### src/aos_pkg.sv
// aos_pkg: constants and carrier types for the one-shot converter sequencer.
// assumes a single 20 MHz clock domain and a synchronous active-high reset.
// Function
// - external-trigger mode starts a conversion on a trigger falling edge while start flag is 1.
// - triggered completion copies the approximation result into the channel result and raises the request.
// - after a triggered conversion the converter halts until the next falling edge.
// - each later falling edge while idle starts a whole new conversion.
// - a falling edge during conversion abandons it and restarts from step one.
// - expansion mode start flag write converts the selected expansion input.
// - expansion mode completion stores result, sets request, clears start flag, stops.
// - with sample-and-hold a conversion takes 28 cycles at 8 bits, 33 at 10.
// - request bit stays set until accepted or cleared by software.
// - below 1MHz no sample-and-hold; 8-bit conversion takes 49 cycles.
// - op-amp mode start routes the selected normal channel to the expansion output.
// - op-amp mode converts the expansion return pin; board supplies the amplifier.
// - op-amp mode result goes to the selected normal channel's register, then request raised.
// - conversion clock is base clock divided by 4, by 2, or undivided.
// - sample-and-hold samples the input for 3 conversion-clock cycles first.
`default_nettype none

package aos_pkg;
  localparam int unsigned CLK_HZ = 20_000_000;
  localparam int unsigned NUM_CH = 8;
  localparam int unsigned RES_W = 10;
  // conversion-clock cycles per conversion
  localparam logic [5:0] CYC_SH_8 = 6'h1c;   // 28
  localparam logic [5:0] CYC_SH_10 = 6'h21;  // 33
  localparam logic [5:0] CYC_NSH_8 = 6'h31;  // 49
  localparam logic [5:0] CYC_NSH_10 = 6'h3b; // 59
  localparam logic [5:0] CYC_SAMPLE = 6'h03;
  localparam int unsigned SH_MIN_HZ = 1_000_000;
  // divider select codes
  localparam logic [1:0] DIV_4 = 2'h0;
  localparam logic [1:0] DIV_2 = 2'h1;
  localparam logic [1:0] DIV_1 = 2'h2;
  localparam logic [1:0] DIV4_LAST = 2'h3;
  localparam logic [1:0] DIV2_LAST = 2'h1;

  typedef enum logic [1:0] {
    AOS_MODE_SOFT,
    AOS_MODE_EXT_TRIG,
    AOS_MODE_EXPANSION,
    AOS_MODE_OPAMP
  } aos_mode_t;

  typedef struct packed {
    aos_mode_t mode;
    logic [1:0] clk_div;
    logic res_10bit;
    logic sample_hold;
    logic [2:0] selected_normal_channel;
    logic selected_expansion_input;
  } aos_cfg_t;

  typedef struct packed {
    logic [2:0] channel;
    logic [RES_W-1:0] value;
  } aos_result_t;
endpackage

`default_nettype wire

### src/aos_clk_div.sv
// aos_clk_div: conversion-clock enable pulse generator.
// assumes the select input is stable while a conversion runs.
`default_nettype none

module aos_clk_div (
  // clock and reset
  input wire logic ref_clk,
  input wire logic srst,
  // control
  input wire logic [1:0] div_sel,
  input wire logic restart,
  // conversion-clock tick
  output logic tick_ff
);
  logic [1:0] cnt_ff;
  logic [1:0] last;

  // ============================================================
  // divider
  always_comb begin
    case (div_sel)
      aos_pkg::DIV_4: last = aos_pkg::DIV4_LAST;
      aos_pkg::DIV_2: last = aos_pkg::DIV2_LAST;
      default: last = 2'h0;
    endcase
  end

  always_ff @(posedge ref_clk) begin
    if (srst) begin
      cnt_ff <= 2'h0;
      tick_ff <= 1'b0;
    end else if (restart) begin
      // first tick one full period after a start, else the sample phase runs one cycle long
      cnt_ff <= (last == 2'h0) ? 2'h0 : 2'h1;
      tick_ff <= (last == 2'h0);
    end else begin
      tick_ff <= (cnt_ff == last);
      cnt_ff <= (cnt_ff == last) ? 2'h0 : cnt_ff + 2'h1;
    end
  end
endmodule

`default_nettype wire

### src/aos_sequencer.sv
// aos_sequencer: one-shot successive-approximation converter sequencer.
// assumes the comparator is external and trigger input is synchronous to ref_clk.
`default_nettype none

module aos_sequencer #(
  parameter int unsigned RES_W = aos_pkg::RES_W,
  parameter int unsigned NUM_CH = aos_pkg::NUM_CH
) (
  // clock and reset
  input wire logic ref_clk,
  input wire logic srst,
  // configuration
  input wire aos_pkg::aos_cfg_t cfg,
  // software control
  input wire logic start_set,
  input wire logic start_clr,
  input wire logic irq_clr,
  // link pins
  input wire logic ext_conv_trigger_pin,
  // comparator: 1 when sampled input is above dac trial value
  input wire logic cmp_above,
  // analog routing controls
  output logic [2:0] mux_sel_ff,
  output logic mux_expansion_ff,
  output logic expansion_out_pin_en_ff,
  output logic sample_ff,
  output logic [RES_W-1:0] dac_trial_ff,
  // status
  output logic start_flag_ff,
  output logic busy_ff,
  output logic irq_req_ff,
  output logic result_valid_ff,
  output aos_pkg::aos_result_t result_ff,
  output logic [NUM_CH*RES_W-1:0] ch_results_ff
);
  typedef enum logic [1:0] {
    AOS_ST_IDLE,
    AOS_ST_SAMPLE,
    AOS_ST_CONVERT,
    AOS_ST_HALT
  } aos_state_t;

  aos_state_t state_ff;
  logic trig_prev_ff;
  logic trig_fall;
  logic tick;
  logic start_ff;
  logic go;
  logic restart;
  logic done;
  logic [5:0] cyc_ff;
  logic [5:0] cyc_total;
  logic [3:0] bit_ff;
  logic [RES_W-1:0] sar_ff;
  logic [RES_W-1:0] res_final;
  logic [RES_W-1:0] mem_ff [NUM_CH];
  logic ext_mode;

  // ============================================================
  // trigger edge and start decision
  assign ext_mode = (cfg.mode == aos_pkg::AOS_MODE_EXT_TRIG);
  assign trig_fall = trig_prev_ff && !ext_conv_trigger_pin;

  always_ff @(posedge ref_clk) begin
    if (srst) begin
      trig_prev_ff <= 1'b1;
      start_ff <= 1'b0;
    end else begin
      trig_prev_ff <= ext_conv_trigger_pin;
      start_ff <= start_set && !start_flag_ff;
    end
  end

  // a falling edge in any state restarts; idle or mid-conversion alike
  assign go = ext_mode ? (trig_fall && start_flag_ff)
                       : (start_ff && start_flag_ff);
  assign restart = go;

  aos_clk_div u_div (
    .ref_clk(ref_clk),
    .srst(srst),
    .div_sel(cfg.clk_div),
    .restart(restart),
    .tick_ff(tick)
  );

  // ============================================================
  // cycle budget
  always_comb begin
    if (cfg.sample_hold) begin
      cyc_total = cfg.res_10bit ? aos_pkg::CYC_SH_10 : aos_pkg::CYC_SH_8;
    end else begin
      cyc_total = cfg.res_10bit ? aos_pkg::CYC_NSH_10 : aos_pkg::CYC_NSH_8;
    end
  end

  // 8-bit mode converts all bits but keeps only the upper bits of the word
  assign res_final = cfg.res_10bit ? sar_ff : {sar_ff[RES_W-1:2], 2'h0};
  assign done = (state_ff == AOS_ST_CONVERT) && tick && (cyc_ff == cyc_total - 6'h01);

  // ============================================================
  // state machine and cycle counter
  always_ff @(posedge ref_clk) begin
    if (srst) begin
      state_ff <= AOS_ST_IDLE;
      cyc_ff <= 6'h00;
    end else if (restart) begin
      cyc_ff <= 6'h00;
      state_ff <= cfg.sample_hold ? AOS_ST_SAMPLE : AOS_ST_CONVERT;
    end else if (tick) begin
      case (state_ff)
        AOS_ST_SAMPLE: begin
          cyc_ff <= cyc_ff + 6'h01;
          if (cyc_ff == aos_pkg::CYC_SAMPLE - 6'h01) begin
            state_ff <= AOS_ST_CONVERT;
          end
        end
        AOS_ST_CONVERT: begin
          cyc_ff <= cyc_ff + 6'h01;
          if (done) begin
            state_ff <= ext_mode ? AOS_ST_HALT : AOS_ST_IDLE;
          end
        end
        AOS_ST_HALT: state_ff <= AOS_ST_HALT;
        AOS_ST_IDLE: state_ff <= AOS_ST_IDLE;
        default: state_ff <= AOS_ST_IDLE;
      endcase
    end
  end

  always_ff @(posedge ref_clk) begin
    if (srst) begin
      busy_ff <= 1'b0;
      sample_ff <= 1'b0;
    end else begin
      busy_ff <= restart || (state_ff == AOS_ST_SAMPLE) || (state_ff == AOS_ST_CONVERT && !done);
      sample_ff <= restart ? cfg.sample_hold : (state_ff == AOS_ST_SAMPLE && !(tick &&
                   cyc_ff == aos_pkg::CYC_SAMPLE - 6'h01));
    end
  end

  // ============================================================
  // successive approximation, one bit per conversion-clock tick from msb
  always_ff @(posedge ref_clk) begin
    if (srst || restart) begin
      sar_ff <= '0;
      dac_trial_ff <= {1'b1, {(RES_W-1){1'b0}}};
      bit_ff <= 4'(RES_W - 1);
    end else if (tick && state_ff == AOS_ST_CONVERT && bit_ff != 4'hf) begin
      sar_ff[bit_ff] <= cmp_above;
      if (bit_ff != 4'h0) begin
        dac_trial_ff <= dac_trial_ff | ({{(RES_W-1){1'b0}}, 1'b1} << (bit_ff - 4'h1));
        if (!cmp_above) begin
          dac_trial_ff[bit_ff] <= 1'b0;
        end
      end
      bit_ff <= bit_ff - 4'h1;
    end
  end

  // ============================================================
  // input routing
  always_ff @(posedge ref_clk) begin
    if (srst) begin
      mux_sel_ff <= 3'h0;
      mux_expansion_ff <= 1'b0;
      expansion_out_pin_en_ff <= 1'b0;
    end else begin
      mux_sel_ff <= cfg.selected_normal_channel;
      // op-amp mode converts the return pin, expansion mode the chosen pin
      mux_expansion_ff <= (cfg.mode == aos_pkg::AOS_MODE_EXPANSION) ||
                          (cfg.mode == aos_pkg::AOS_MODE_OPAMP);
      expansion_out_pin_en_ff <= (cfg.mode == aos_pkg::AOS_MODE_OPAMP) && start_flag_ff;
    end
  end

  // ============================================================
  // start flag
  always_ff @(posedge ref_clk) begin
    if (srst) begin
      start_flag_ff <= 1'b0;
    end else if (start_set) begin
      start_flag_ff <= 1'b1;
    end else if (start_clr) begin
      start_flag_ff <= 1'b0;
    end else if (done && !ext_mode) begin
      start_flag_ff <= 1'b0;
    end
    // external-trigger mode keeps the flag so later edges stay armed
  end

  // ============================================================
  // results and request
  always_ff @(posedge ref_clk) begin
    if (srst) begin
      result_ff <= '0;
      result_valid_ff <= 1'b0;
      for (int i = 0; i < NUM_CH; i++) begin
        mem_ff[i] <= '0;
      end
    end else begin
      result_valid_ff <= done;
      if (done) begin
        // op-amp result lands in the normal channel's slot
        mem_ff[cfg.selected_normal_channel] <= res_final;
        result_ff.channel <= cfg.selected_normal_channel;
        result_ff.value <= res_final;
      end
    end
  end

  generate
    for (genvar g = 0; g < NUM_CH; g++) begin : g_res
      always_ff @(posedge ref_clk) begin
        if (srst) begin
          ch_results_ff[g*RES_W +: RES_W] <= '0;
        end else begin
          ch_results_ff[g*RES_W +: RES_W] <= (done && cfg.selected_normal_channel == 3'(g)) ? res_final : mem_ff[g];
        end
      end
    end
  endgenerate

  // set wins over a clear in the same cycle
  always_ff @(posedge ref_clk) begin
    if (srst) begin
      irq_req_ff <= 1'b0;
    end else if (done) begin
      irq_req_ff <= 1'b1;
    end else if (irq_clr) begin
      irq_req_ff <= 1'b0;
    end
  end
endmodule

`default_nettype wire

### config.mk
export PLATFORM = sky130hd
export DESIGN_NAME = aos_sequencer
export DESIGN_NICKNAME = d
export VERILOG_FILES = /design/src/aos_pkg.sv /design/src/aos_clk_div.sv /design/src/aos_sequencer.sv
export SDC_FILE = /design/constraint.sdc
export NUM_CORES = 1
export LEC_CHECK = 0
export BUFFER_PORTS_ARGS = -buffer_cell sky130_fd_sc_hd__buf_4
export CAP_MARGIN = 20
export CELL_PAD_IN_SITES_DETAIL_PLACEMENT = 1
export CELL_PAD_IN_SITES_GLOBAL_PLACEMENT = 1
export CORE_MARGIN = 2
export CORE_UTILIZATION = 40
export DETAILED_ROUTE_END_ITERATION = 7
export GPL_ROUTABILITY_DRIVEN = 0
export MAX_ROUTING_LAYER = met4
export PLACE_DENSITY = 0.75
export SKIP_LAST_GASP = 1
export SLEW_MARGIN = 40
export SYNTH_ARGS = -nofsm -noshare
export SYNTH_HDL_FRONTEND = slang
export SYNTH_SLANG_ARGS = --single-unit
### constraint.sdc
create_clock -name ref_clk -period 2.4 [get_ports ref_clk]
set_clock_uncertainty 0.15 [all_clocks]
set_input_delay 0.12 -clock ref_clk [delete_from_list [all_inputs] [get_ports ref_clk]]
set_output_delay 0.12 -clock ref_clk [all_outputs]
set_load 0.01 [all_outputs]
==> qor.txt, run 1 <==
outcome - completed
Post-Route Hold Slack - 216 ps
R2R depth - 6
register clock-pin slew on the reported worst setup and hold paths - 60 ps
FFs w/ async S/R, synth - 0%
met3 WL post-DR - 1150 microns
fin util - 52.7%
switching power total - 1.72 mW
Port Buf Inserts - 128
number of slew-limit violations in the final report - 0
Clock power frac - 43.7%
Worst Setup SP - cfg[4]
Starting DRT DRC Count - 317
master of the slowest instance on the critical path - sky130_fd_sc_hd__dlygate4sd3_1
Horiz. Die Dim - 146 microns
Min Clock Period, post-route - 2290 ps
worst setup path category - in -> reg
P_leak - 5.00 nW
via count - 5966
Max stage delay on crit path - 540 ps
detailed-route wire length on metal 1 - 9280 microns
drc violations - 0
cell taking the most area after synthesis - sky130_fd_sc_hd__dfxtp_1
internal cell power - 6.27 mW
synthesis-to-finish area growth - 30.5%
Critical Path Fanout Max - 10
number of library cell types mapped by synthesis - 51
proportion of synthesized chip area in sequential cells - 64.1%
Setup violations, final - 0
part of the power in registers - 50.2%
part of the total power dissipated in combinational logic - 6.1%
Pwr per Cell Area - 754 nW/um^2
TritonCTS clock tree - built
Top Family by Delay on Critical Path - buffers and inverters
Ys Warns - 0
Placeable Area - 20100 sq um
CP Cell Sequence - buf_4, dlygate4sd3_1, buf_4, ha_1, xor2_1, nand3_2, nor4_4, buf_4, a21oi_1, inv_1
DP HPWL - 14900 microns
height of the die - 146 microns
post-placement cell area - 9650 sq um
MaxCap Viol Count - 0
transition time of the tightest slew-check pin - 710 ps
layout filler cell count - 2127
gate count of the mapped netlist - 688
vias per inst - 5.19
Critical Path End - mem_ff[0][8]
Stages on worst setup path - 10
ant diodes - 0
maximum resistive drop on vdd - 0.605 mV
crit path setup slack, layout - 109 ps
count of flip-flops with a built-in enable after synthesis - 80
register cell area after layout - 5200 sq um
share of the clock period used by the worst path - 95.5%
Critical Path Source Type - primary input
Sinks on Clock Net - 220
area of the multi-input gates - 2700 sq um
Reg2Reg Launch Point - cyc_ff[1]
residual antenna-violating net count after detailed routing - 0
number of top-level design ports - 130
maximum number of buffers from clock root to sink - 3
number of global-route vias before repair - 6171
cts bufs inserted - 23
Worst Path Required - 2410 ps
Post-Syn Area - 8120 sq um
Starting Density - 40.4%
post-detailed-route wirelength per cell - 18.8 microns
Tightest Hold Check Type - in -> reg
top-area cell type share of the netlist area - 34.5%
clock insertion delay at the later pin of the skew report - 510 ps
all-layer global routing usage - 20.4%
number of flip-flops and latches in the synthesized netlist - 220
switching share of power - 21.5%
most frequently used flop master after synthesis - sky130_fd_sc_hd__dfxtp_1
number of buffers and inverters on the critical path - 5
Max transition margin - 52.6%
number of hold violations in the final report - 0
Avg Cell Area, Syn - 11.8 sq um
endpoint class of the critical path - register
layout cell share with drive strength beyond 1 - 29.1%
global-route wire length before repair - 34000 microns
initial antenna violation count - 0
Final Routed Wirelength - 21600 microns
pin count of the biggest net entering global routing - 30
ranking of synthesized cells by area - sky130_fd_sc_hd__dfxtp_1 (35%), sky130_fd_sc_hd__edfxtp_1 (30%), sky130_fd_sc_hd__a21o_1 (5.3%)
layout net count - 893
capture point of the worst reg-to-reg path - mem_ff[0][8]
grt total ovfl - 0
number of nets in the synthesized netlist - 718
maximum frequency from static timing analysis - 436 MHz
Tot Pwr - 8.00 mW
Top Layer Used - met4
most prevalent standard cell on the critical path - sky130_fd_sc_hd__buf_4
endpoint arrival time on the critical path - 2300 ps
total die area - 21500 sq um
Root Buffer Master - sky130_fd_sc_hd__clkbuf_16
length of the first detailed-routing pass in iterations - 4
site row count - 52
worst slack after detailed placement - -82.0 ps
register-to-register setup slack - 110 ps
cell area after layout - 10600 sq um
level count of the clock H-tree - 1
total met2 wirelength after detailed routing - 10600 microns
## how the worst min path moves through the flow
stage | start | endpoint | cells after the start
4_1_cts | ext_conv_trigger_pin | trig_prev_ff | 3
2_1_floorplan | ext_conv_trigger_pin | trig_prev_ff | 1
5_1_grt | ext_conv_trigger_pin | trig_prev_ff | 3
6_report | ext_conv_trigger_pin | trig_prev_ff | 3
3_5_place_dp | ext_conv_trigger_pin | trig_prev_ff | 2
3_3_place_gp | ext_conv_trigger_pin | trig_prev_ff | 2
## layout make-up
cell class,instances,area share [%]
tap,270,3.19
timing repair buffer,188,14.2
clock buffer,32,6.03
timing repair inverter,1,0.0708
clock inverter,10,1.02
multi-input combinational,403,25.5
sequential,220,49.1
inverter,26,0.956
## per-stage QoR
step / TNS (ps) / std cells
after floorplan: 0 / 688
after global placement: 0 / 1092
after detailed placement: -1390 / 1092
after CTS: 0 / 1149
after global routing: -19.8 / 1150
final: 0 / 1150
## cell usage in the layout (no fill, tap or decap), types with 10 or more instances in the layout
cell type                       instances
sky130_fd_sc_hd__and3_2                13
sky130_fd_sc_hd__o2bb2ai_1             10
sky130_fd_sc_hd__a21o_1                57
sky130_fd_sc_hd__and3_1                51
sky130_fd_sc_hd__nand2_1               29
sky130_fd_sc_hd__nor2_1                52
sky130_fd_sc_hd__a21oi_1               25
sky130_fd_sc_hd__clkbuf_16             23
sky130_fd_sc_hd__ha_1                  13
sky130_fd_sc_hd__nand3_1               16
sky130_fd_sc_hd__dlygate4sd3_1         15
sky130_fd_sc_hd__mux2i_1               17
sky130_fd_sc_hd__edfxtp_1              80
sky130_fd_sc_hd__dfxtp_1              140
sky130_fd_sc_hd__nor3_1                11
sky130_fd_sc_hd__inv_1                 24
sky130_fd_sc_hd__buf_4                168
sky130_fd_sc_hd__a31o_2                10
## state kept, by name, summed over array words and instances, names as in the netlist, 2 cells and up
name	cells
sar_ff	10
mem_ff	80
state_ff	2
ch_results_ff	80
cyc_ff	6
result_ff	13
u_div.cnt_ff	2
bit_ff	4
dac_trial_ff	10
mux_sel_ff	3
## synthesized netlist by cell type, types with 3 or more instances
master	n
sky130_fd_sc_hd__xnor2_1	7
sky130_fd_sc_hd__o21ai_0	7
sky130_fd_sc_hd__or2_2	4
sky130_fd_sc_hd__nand2b_1	7
sky130_fd_sc_hd__a31o_2	10
sky130_fd_sc_hd__xor2_1	5
sky130_fd_sc_hd__dfxtp_1	140
sky130_fd_sc_hd__nand4_1	5
sky130_fd_sc_hd__nor3_1	11
sky130_fd_sc_hd__buf_2	8
sky130_fd_sc_hd__mux2i_1	18
sky130_fd_sc_hd__clkbuf_1	27
sky130_fd_sc_hd__and3_1	52
sky130_fd_sc_hd__nand3_1	17
sky130_fd_sc_hd__inv_1	26
sky130_fd_sc_hd__a211oi_1	6
sky130_fd_sc_hd__o2bb2ai_1	10
sky130_fd_sc_hd__nor2_1	52
sky130_fd_sc_hd__a21oi_1	27
sky130_fd_sc_hd__a21o_1	57
sky130_fd_sc_hd__ha_1	13
sky130_fd_sc_hd__a31oi_1	5
sky130_fd_sc_hd__nor4_1	8
sky130_fd_sc_hd__nor2b_1	6
sky130_fd_sc_hd__and3_2	13
sky130_fd_sc_hd__and2_1	3
sky130_fd_sc_hd__edfxtp_1	80
sky130_fd_sc_hd__nand2_1	29
sky130_fd_sc_hd__a311oi_1	6
## power by group through the flow
stage	sequential [mW]	combinational (mW)	clock (mW)
final	4.02	0.487	3.49
after CTS	4.02	0.483	3.57
after detailed placement	4.10	0.460	0
after floorplan	4.11	0.201	0
after global routing	4.03	0.528	3.70
after global placement	4.09	0.442	0
## tightest hold or removal path: cells and delay by family
family | cells | cell delay [ps]
AND/OR/NAND/NOR | 1 | 90
buffers and inverters | 2 | 630
## kinds of logic after synthesis
group	after synthesis	share of synthesized area [%]
compound gates	141	12.5
mux	20	2.54
fa+ha+maj	13	2.00
simple gates	217	14.4
buf+inv	65	3.16
xor+xnor	12	1.29
flops	220	64.1
## per-layer routing
layer	up-vias	global-route usage, %
met5	-	-
met4	0	6.02
met3	51	3.41
met2	179	33.8
met1	2921	25.7
li1	2815	-
## timing repair
item,in CTS,in global routing
hold buffers,15,0
gates resized for setup,1,13
buffers inserted,0,0
hold endpoints to repair,55,0
cloned,0,1
endpoints found under the setup margin,1,80
Power figures use the tool's default switching activity.
==> run 2, diff against run 1 <==
--- a/config.mk
+++ b/config.mk
@@ -10,13 +10,14 @@
 export CELL_PAD_IN_SITES_DETAIL_PLACEMENT = 1
 export CELL_PAD_IN_SITES_GLOBAL_PLACEMENT = 1
 export CORE_MARGIN = 2
-export CORE_UTILIZATION = 40
+export CORE_UTILIZATION = 41
 export DETAILED_ROUTE_END_ITERATION = 7
 export GPL_ROUTABILITY_DRIVEN = 0
 export MAX_ROUTING_LAYER = met4
-export PLACE_DENSITY = 0.75
+export PLACE_DENSITY = 0.76
 export SKIP_LAST_GASP = 1
 export SLEW_MARGIN = 40
 export SYNTH_ARGS = -nofsm -noshare
 export SYNTH_HDL_FRONTEND = slang
+export SYNTH_HIERARCHICAL = 1
 export SYNTH_SLANG_ARGS = --single-unit
==> run 2 against run 1 <==
Effect of this change: synthesized cell count grew 0.73%; global-route usage up 1.1 points; sequential cell count unchanged; setup slack worse by 1.5 ps; critical path type is now reg -> reg; clock-buffer cell count shrank 1; clock power about the same; final area increased by 1.7%; sequential share of layout area shrank 0.81 points; largest power group unchanged.
==> qor.txt, run 2 <==
number of top-level design ports - 130
hold endpoint - ch_results_ff[60]
length of the first detailed-routing pass in iterations - 4
vias per inst - 5.15
RSZ-0062 raised after global routing - no
proportion of synthesized chip area in sequential cells - 62.1%
CP Cell Sequence - and3_1, o21ai_2, buf_12, a2111oi_4, nor2_1, buf_4, a21o_1
setup TNS - 0 ps
top library cells by usage in the layout, fill and taps aside - sky130_fd_sc_hd__buf_4 (162), sky130_fd_sc_hd__dfxtp_1 (137), sky130_fd_sc_hd__edfxtp_1 (80), sky130_fd_sc_hd__and2_1 (66), sky130_fd_sc_hd__nor2_1 (59)
maximum number of buffers from clock root to sink - 3
global-route wire length before repair - 35700 microns
via count - 5955
initial antenna violation count - 0
maximum resistive drop on vdd - 0.435 mV
Setup violations, final - 0
Reg2Reg Launch Point - cyc_ff[0]
outcome - completed
most common cell after layout, fill and taps aside - sky130_fd_sc_hd__buf_4
worst setup path category - reg -> reg
total die area - 21600 sq um
Placeable Area - 20200 sq um
number of slew-limit violations in the final report - 0
endpoint arrival time on the critical path - 2550 ps
P_leak - 4.67 nW
maximum frequency from static timing analysis - 436 MHz
Max transition margin - 53.9%
number of global-route vias before repair - 6418
layout filler cell count - 2105
Starting Density - 41.5%
Port Buf Inserts - 128
Critical Path Source Type - register
Starting DRT DRC Count - 230
Sinks on Clock Net - 220
most frequently used flop master after synthesis - sky130_fd_sc_hd__dfxtp_1
Ys Warns - 6
Final Routed Wirelength - 22400 microns
part of the total power dissipated in combinational logic - 5.1%
cell taking the most area after synthesis - sky130_fd_sc_hd__dfxtp_1
Max stage delay on crit path - 480 ps
switching power total - 1.71 mW
layout cell share with drive strength beyond 1 - 28.3%
internal cell power - 6.21 mW
residual antenna-violating net count after detailed routing - 0
Tightest Hold Check Type - in -> reg
setup repair bufs after CTS - 0
top post-synthesis cells by count - sky130_fd_sc_hd__dfxtp_1 (140), sky130_fd_sc_hd__edfxtp_1 (80), sky130_fd_sc_hd__and2_1 (68)
Clock power frac - 44.3%
Avg Cell Area, Syn - 12.1 sq um
crit path setup slack, layout - 107 ps
clock insertion delay at the later pin of the skew report - 510 ps
Worst Path Required - 2650 ps
transition time of the tightest slew-check pin - 691 ps
capture point of the worst reg-to-reg path - ch_results_ff[2]
most frequently used cell type in the post-synthesis netlist - sky130_fd_sc_hd__dfxtp_1
master of the slowest instance on the critical path - sky130_fd_sc_hd__dfxtp_1
top-area cell type share of the netlist area - 33.5%
count of flip-flops with a built-in enable after synthesis - 80
Largest regs - ch_results_ff x80, mem_ff x80, result_ff x13
Critical Path Fanout Max - 13
endpoint class of the critical path - register
hold path cells - 4
Pwr per Cell Area - 734 nW/um^2
height of the die - 147 microns
Horiz. Die Dim - 147 microns
drc violations - 0
register clock-pin slew on the reported worst setup and hold paths - 60 ps
number of nets in the synthesized netlist - 723
site row count - 52
Top Family by Delay on Critical Path - compound AO/OA/AOI/OAI gates
Min Clock Period, post-route - 2290 ps
register-to-register setup slack - 110 ps
ranking of synthesized cells by area - sky130_fd_sc_hd__dfxtp_1 (33%), sky130_fd_sc_hd__edfxtp_1 (29%), sky130_fd_sc_hd__and2_1 (5.1%)
share of the clock period used by the worst path - 95.5%
switching share of power - 21.6%
number of hold violations in the final report - 0
MaxCap Viol Count - 0
cts bufs inserted - 23
grt total ovfl - 0
Root Buffer Master - sky130_fd_sc_hd__clkbuf_16
layout net count - 897
TritonCTS clock tree - built
part of the power in registers - 50.6%
hold path start - cfg[5]
synthesis-to-finish area growth - 28.7%
pin count of the biggest net entering global routing - 28
Post-Syn Area - 8380 sq um
number of library cell types mapped by synthesis - 54
FFs w/ async S/R, synth - 0%
number of buffers and inverters on the critical path - 2
number of flip-flops and latches in the synthesized netlist - 220
level count of the clock H-tree - 1
all-layer global routing usage - 21.4%
R2R depth - 7
post-detailed-route wirelength per cell - 19.4 microns
Post-Route Hold Slack - 24.0 ps
gate count of the mapped netlist - 693
worst slack after detailed placement - 17.3 ps
DP HPWL - 15200 microns
## run 2: logic make-up after synthesis
| kind of cell | synth area share [%] |
|---|---|
| xor+xnor | 1.05 |
| flops | 62.1 |
| simple gates | 14.3 |
| mux | 2.76 |
| compound gates | 14.5 |
| fa+ha+maj | 1.94 |
| buf+inv | 3.26 |
## run 2: final cells by class
type,count,area (sq um),share of cell area (%)
antenna,2,5.00,0.0464
clock buffer,31,627,5.81
clock inverter,11,118,1.09
inverter,22,90.1,0.835
multi-input combinational,416,2940,27.2
sequential,220,5210,48.3
tap,270,338,3.13
timing repair buffer,183,1460,13.5
timing repair inverter,1,5.00,0.0464
## run 2: routing by layer
layer  routed length, microns  vias up  global-route usage, %  part of all wire [%]
met5                        0        -                      -                     0
met4                      567        0                   6.06                   2.5
met3                     1100       46                   3.88                   4.9
met2                    11600      147                   38.3                    52
met1                     9130     2966                   24.7                    41
li1                         -     2796                      -                     -
## run 2: what timing repair did
action                     4_1_cts  5_1_grt
gates cloned                     0        1
hold endpoints to repair        56        0
hold buffers                    18        0
pin swaps                        0        1
setup endpoints to repair       20       78
resized for setup                2       11
## run 2: through the flow
stage | cells | utilization (%) | instance area [sq um] | power (mW)
after floorplan | 693 | - | 8410 | 4.27
after global placement | 1093 | 48.7 | 9830 | 4.44
after detailed placement | 1093 | 48.7 | 9830 | 4.47
after CTS | 1153 | 53.3 | 10800 | 7.98
after global routing | 1154 | 53.4 | 10800 | 8.18
final | 1156 | 53.5 | 10800 | 7.92
## run 2: worst register-to-register path, delay by kind of cell, from the launching register on
family	cells	cell delay, ps
simple gates	2	410
flops	1	480
compound gates	3	760
buf+inv	2	390
## run 2: worst max-delay path by stage
stage,end,cells after the start,from
after global routing,irq_req_ff,7,cyc_ff[0]
final,ch_results_ff[2],7,cyc_ff[0]
after global placement,mem_ff[6][7],7,state_ff[0]
after floorplan,mem_ff[0][0],8,state_ff[0]
after detailed placement,mem_ff[6][3],7,state_ff[0]
after CTS,mem_ff[2][5],8,state_ff[0]
## run 2: power groups by stage
stage	sequential, mW	combinational [mW]	clock [mW]
final	4.01	0.405	3.51
after global routing	4.02	0.437	3.72
after CTS	4.01	0.403	3.57
after detailed placement	4.09	0.377	0
after global placement	4.08	0.361	0
after floorplan	4.10	0.168	0
==> run 3, diff against run 2 <==
==> constraint.sdc (replaced) <==
create_clock -name ref_clk -period 2.4 [get_ports ref_clk]
set_clock_uncertainty 0.15 [all_clocks]
set_input_delay 0.36 -clock ref_clk [delete_from_list [all_inputs] [get_ports ref_clk]]
set_output_delay 0.36 -clock ref_clk [all_outputs]
set_load 0.01 [all_outputs]
==> run 3 against run 2 <==
Effect of this change: final cell count down 0.43%; via count hardly changed; wire length decreased by 1.9%; sequential power about the same; global-route usage down 0.55 points; maximum frequency increased by 0.78%; first-iteration DRC count grew 23%; final area rose by 0.71%; utilization grew 0.38 points; clock power is 5% higher; non-clock buffer count fell by 5; highest routed layer unchanged.
==> qor.txt, run 3 (same netlist as run 2, synthesis figures left out) <==
outcome - completed
RSZ-0062 raised after global routing - no
placed instance count - 1099
CP Cell Sequence - nor3b_4, o21ai_4, buf_12, a2111oi_4, nor2_2, clkinvlp_4
routing usage on met3 - 3.42%
setup TNS - 0 ps
synthesis-to-finish area growth - 29.6%
site row count - 52
Post-Route Hold Slack - 41.9 ps
global-route met2 utilization - 35.9%
drc violations - 0
Starting DRT DRC Count - 282
Placeable Area - 20200 sq um
via count - 5952
total die area - 21600 sq um
cell area after layout - 10900 sq um
post-detailed-route wirelength per cell - 19.1 microns
Tightest Hold Check Type - in -> reg
register clock-pin slew on the reported worst setup and hold paths - 60 ps
number of hold violations in the final report - 0
Port Buf Inserts - 128
Largest regs - ch_results_ff x80, mem_ff x80, result_ff x13
ant diodes - 0
layout net count - 893
layout filler cell count - 2095
Min Clock Period, post-route - 2280 ps
P_leak - 4.67 nW
endpoint class of the critical path - register
most common cell after layout, fill and taps aside - sky130_fd_sc_hd__buf_4
number of global-route vias before repair - 6346
worst setup path category - reg -> reg
all-layer global routing usage - 20.9%
Sinks on Clock Net - 220
Horiz. Die Dim - 147 microns
TritonCTS clock tree - built
number of top-level design ports - 130
Worst Path Required - 2450 ps
Root Buffer Master - sky130_fd_sc_hd__clkbuf_16
DP HPWL - 15200 microns
Max stage delay on crit path - 480 ps
layout cell share with drive strength beyond 1 - 30.1%
routing layer with the top usage in global route - met2
Critical Path Source Type - register
length of the first detailed-routing pass in iterations - 4
Tot Pwr - 8.10 mW
routing usage on met1 - 25.2%
maximum number of buffers from clock root to sink - 3
share of the clock period used by the worst path - 94.8%
fin util - 53.8%
initial antenna violation count - 0
endpoint arrival time on the critical path - 2330 ps
Max transition margin - 53.3%
maximum resistive drop on vdd - 0.390 mV
top library cells by usage in the layout, fill and taps aside - sky130_fd_sc_hd__buf_4 (167), sky130_fd_sc_hd__dfxtp_1 (139), sky130_fd_sc_hd__edfxtp_1 (80), sky130_fd_sc_hd__and2_1 (67), sky130_fd_sc_hd__nor2_1 (56)
non-filler cells, final - 1151
master of the slowest instance on the critical path - sky130_fd_sc_hd__dfxtp_1
Critical Path Fanout Max - 10
pin count of the biggest net entering global routing - 34
Setup violations, final - 0
height of the die - 147 microns
grt total ovfl - 0
post-placement cell area - 9950 sq um
Pwr per Cell Area - 746 nW/um^2
cts bufs inserted - 24
global-route wire length before repair - 34900 microns
level count of the clock H-tree - 1
Final Routed Wirelength - 22000 microns
residual antenna-violating net count after detailed routing - 0
maximum frequency from static timing analysis - 440 MHz
transition time of the tightest slew-check pin - 699 ps
clock insertion delay at the later pin of the skew report - 510 ps
vias per inst - 5.17
number of slew-limit violations in the final report - 0
register cell area after layout - 5210 sq um
Starting Density - 41.5%
MaxCap Viol Count - 0
worst slack after detailed placement - -114 ps
area of the multi-input gates - 2990 sq um
crit path setup slack, layout - 125 ps
run 3: changes by cell type in the layout (fill, tap and decap cells not counted), sizes merged:
cell	change
buf	+6
bufinv	-1
clkbuf	+1
clkinv	+1
clkinvlp	+3
diode	-2
dlygate4sd3	-11
inv	-2
run 3: critical path: cells and delay by family, from the launching register on:
family,cells,cell delay [ps]
and+or+nand+nor,2,400
AOI/OAI and AO/OA,2,580
DFF,1,480
buffers and inverters,2,360
run 3: worst paths after layout:
check | startpoint | end | slack, ps | depth (start not counted)
setup reg to reg | cyc_ff[2] | mem_ff[3][4] | 120 | 6
setup / recovery | cyc_ff[2] | mem_ff[3][4] | 120 | 6
hold / removal | cmp_above | sar_ff[2] | 40 | 3
hold reg to reg | mem_ff[3][7] | ch_results_ff[37] | 300 | 1
run 3: where the power goes:
group,internal [mW],switching [mW],total [mW]
sequential,3.96,0.0430,4.01
clock,2.19,1.51,3.70
combinational,0.180,0.220,0.399
run 3: repair_timing:
item	CTS	global route
gates resized for setup	1	6
hold buffers	7	0
buffers inserted	0	0
cloned	0	1
pin swaps	0	4
setup endpoints to repair	40	109
endpoints found under the hold margin	9	0
run 3: final cells by class:
type,instances,area share (%)
Tap cell,270,3.11
Multi-Input combinational cell,416,27.5
Timing Repair inverter,1,0.0461
Inverter,22,0.933
Timing Repair Buffer,178,12.9
Sequential cell,220,47.9
Clock inverter,12,1.05
Clock buffer,32,6.47
run 3: metal layers:
| layer | wire length [microns] | vias to the layer above |
|---|---|---|
| met2 | 11000 | 177 |
| met1 | 9230 | 2945 |
| met3 | 1140 | 41 |
| li1 | - | 2789 |
| met5 | 0 | - |
| met4 | 654 | 0 |
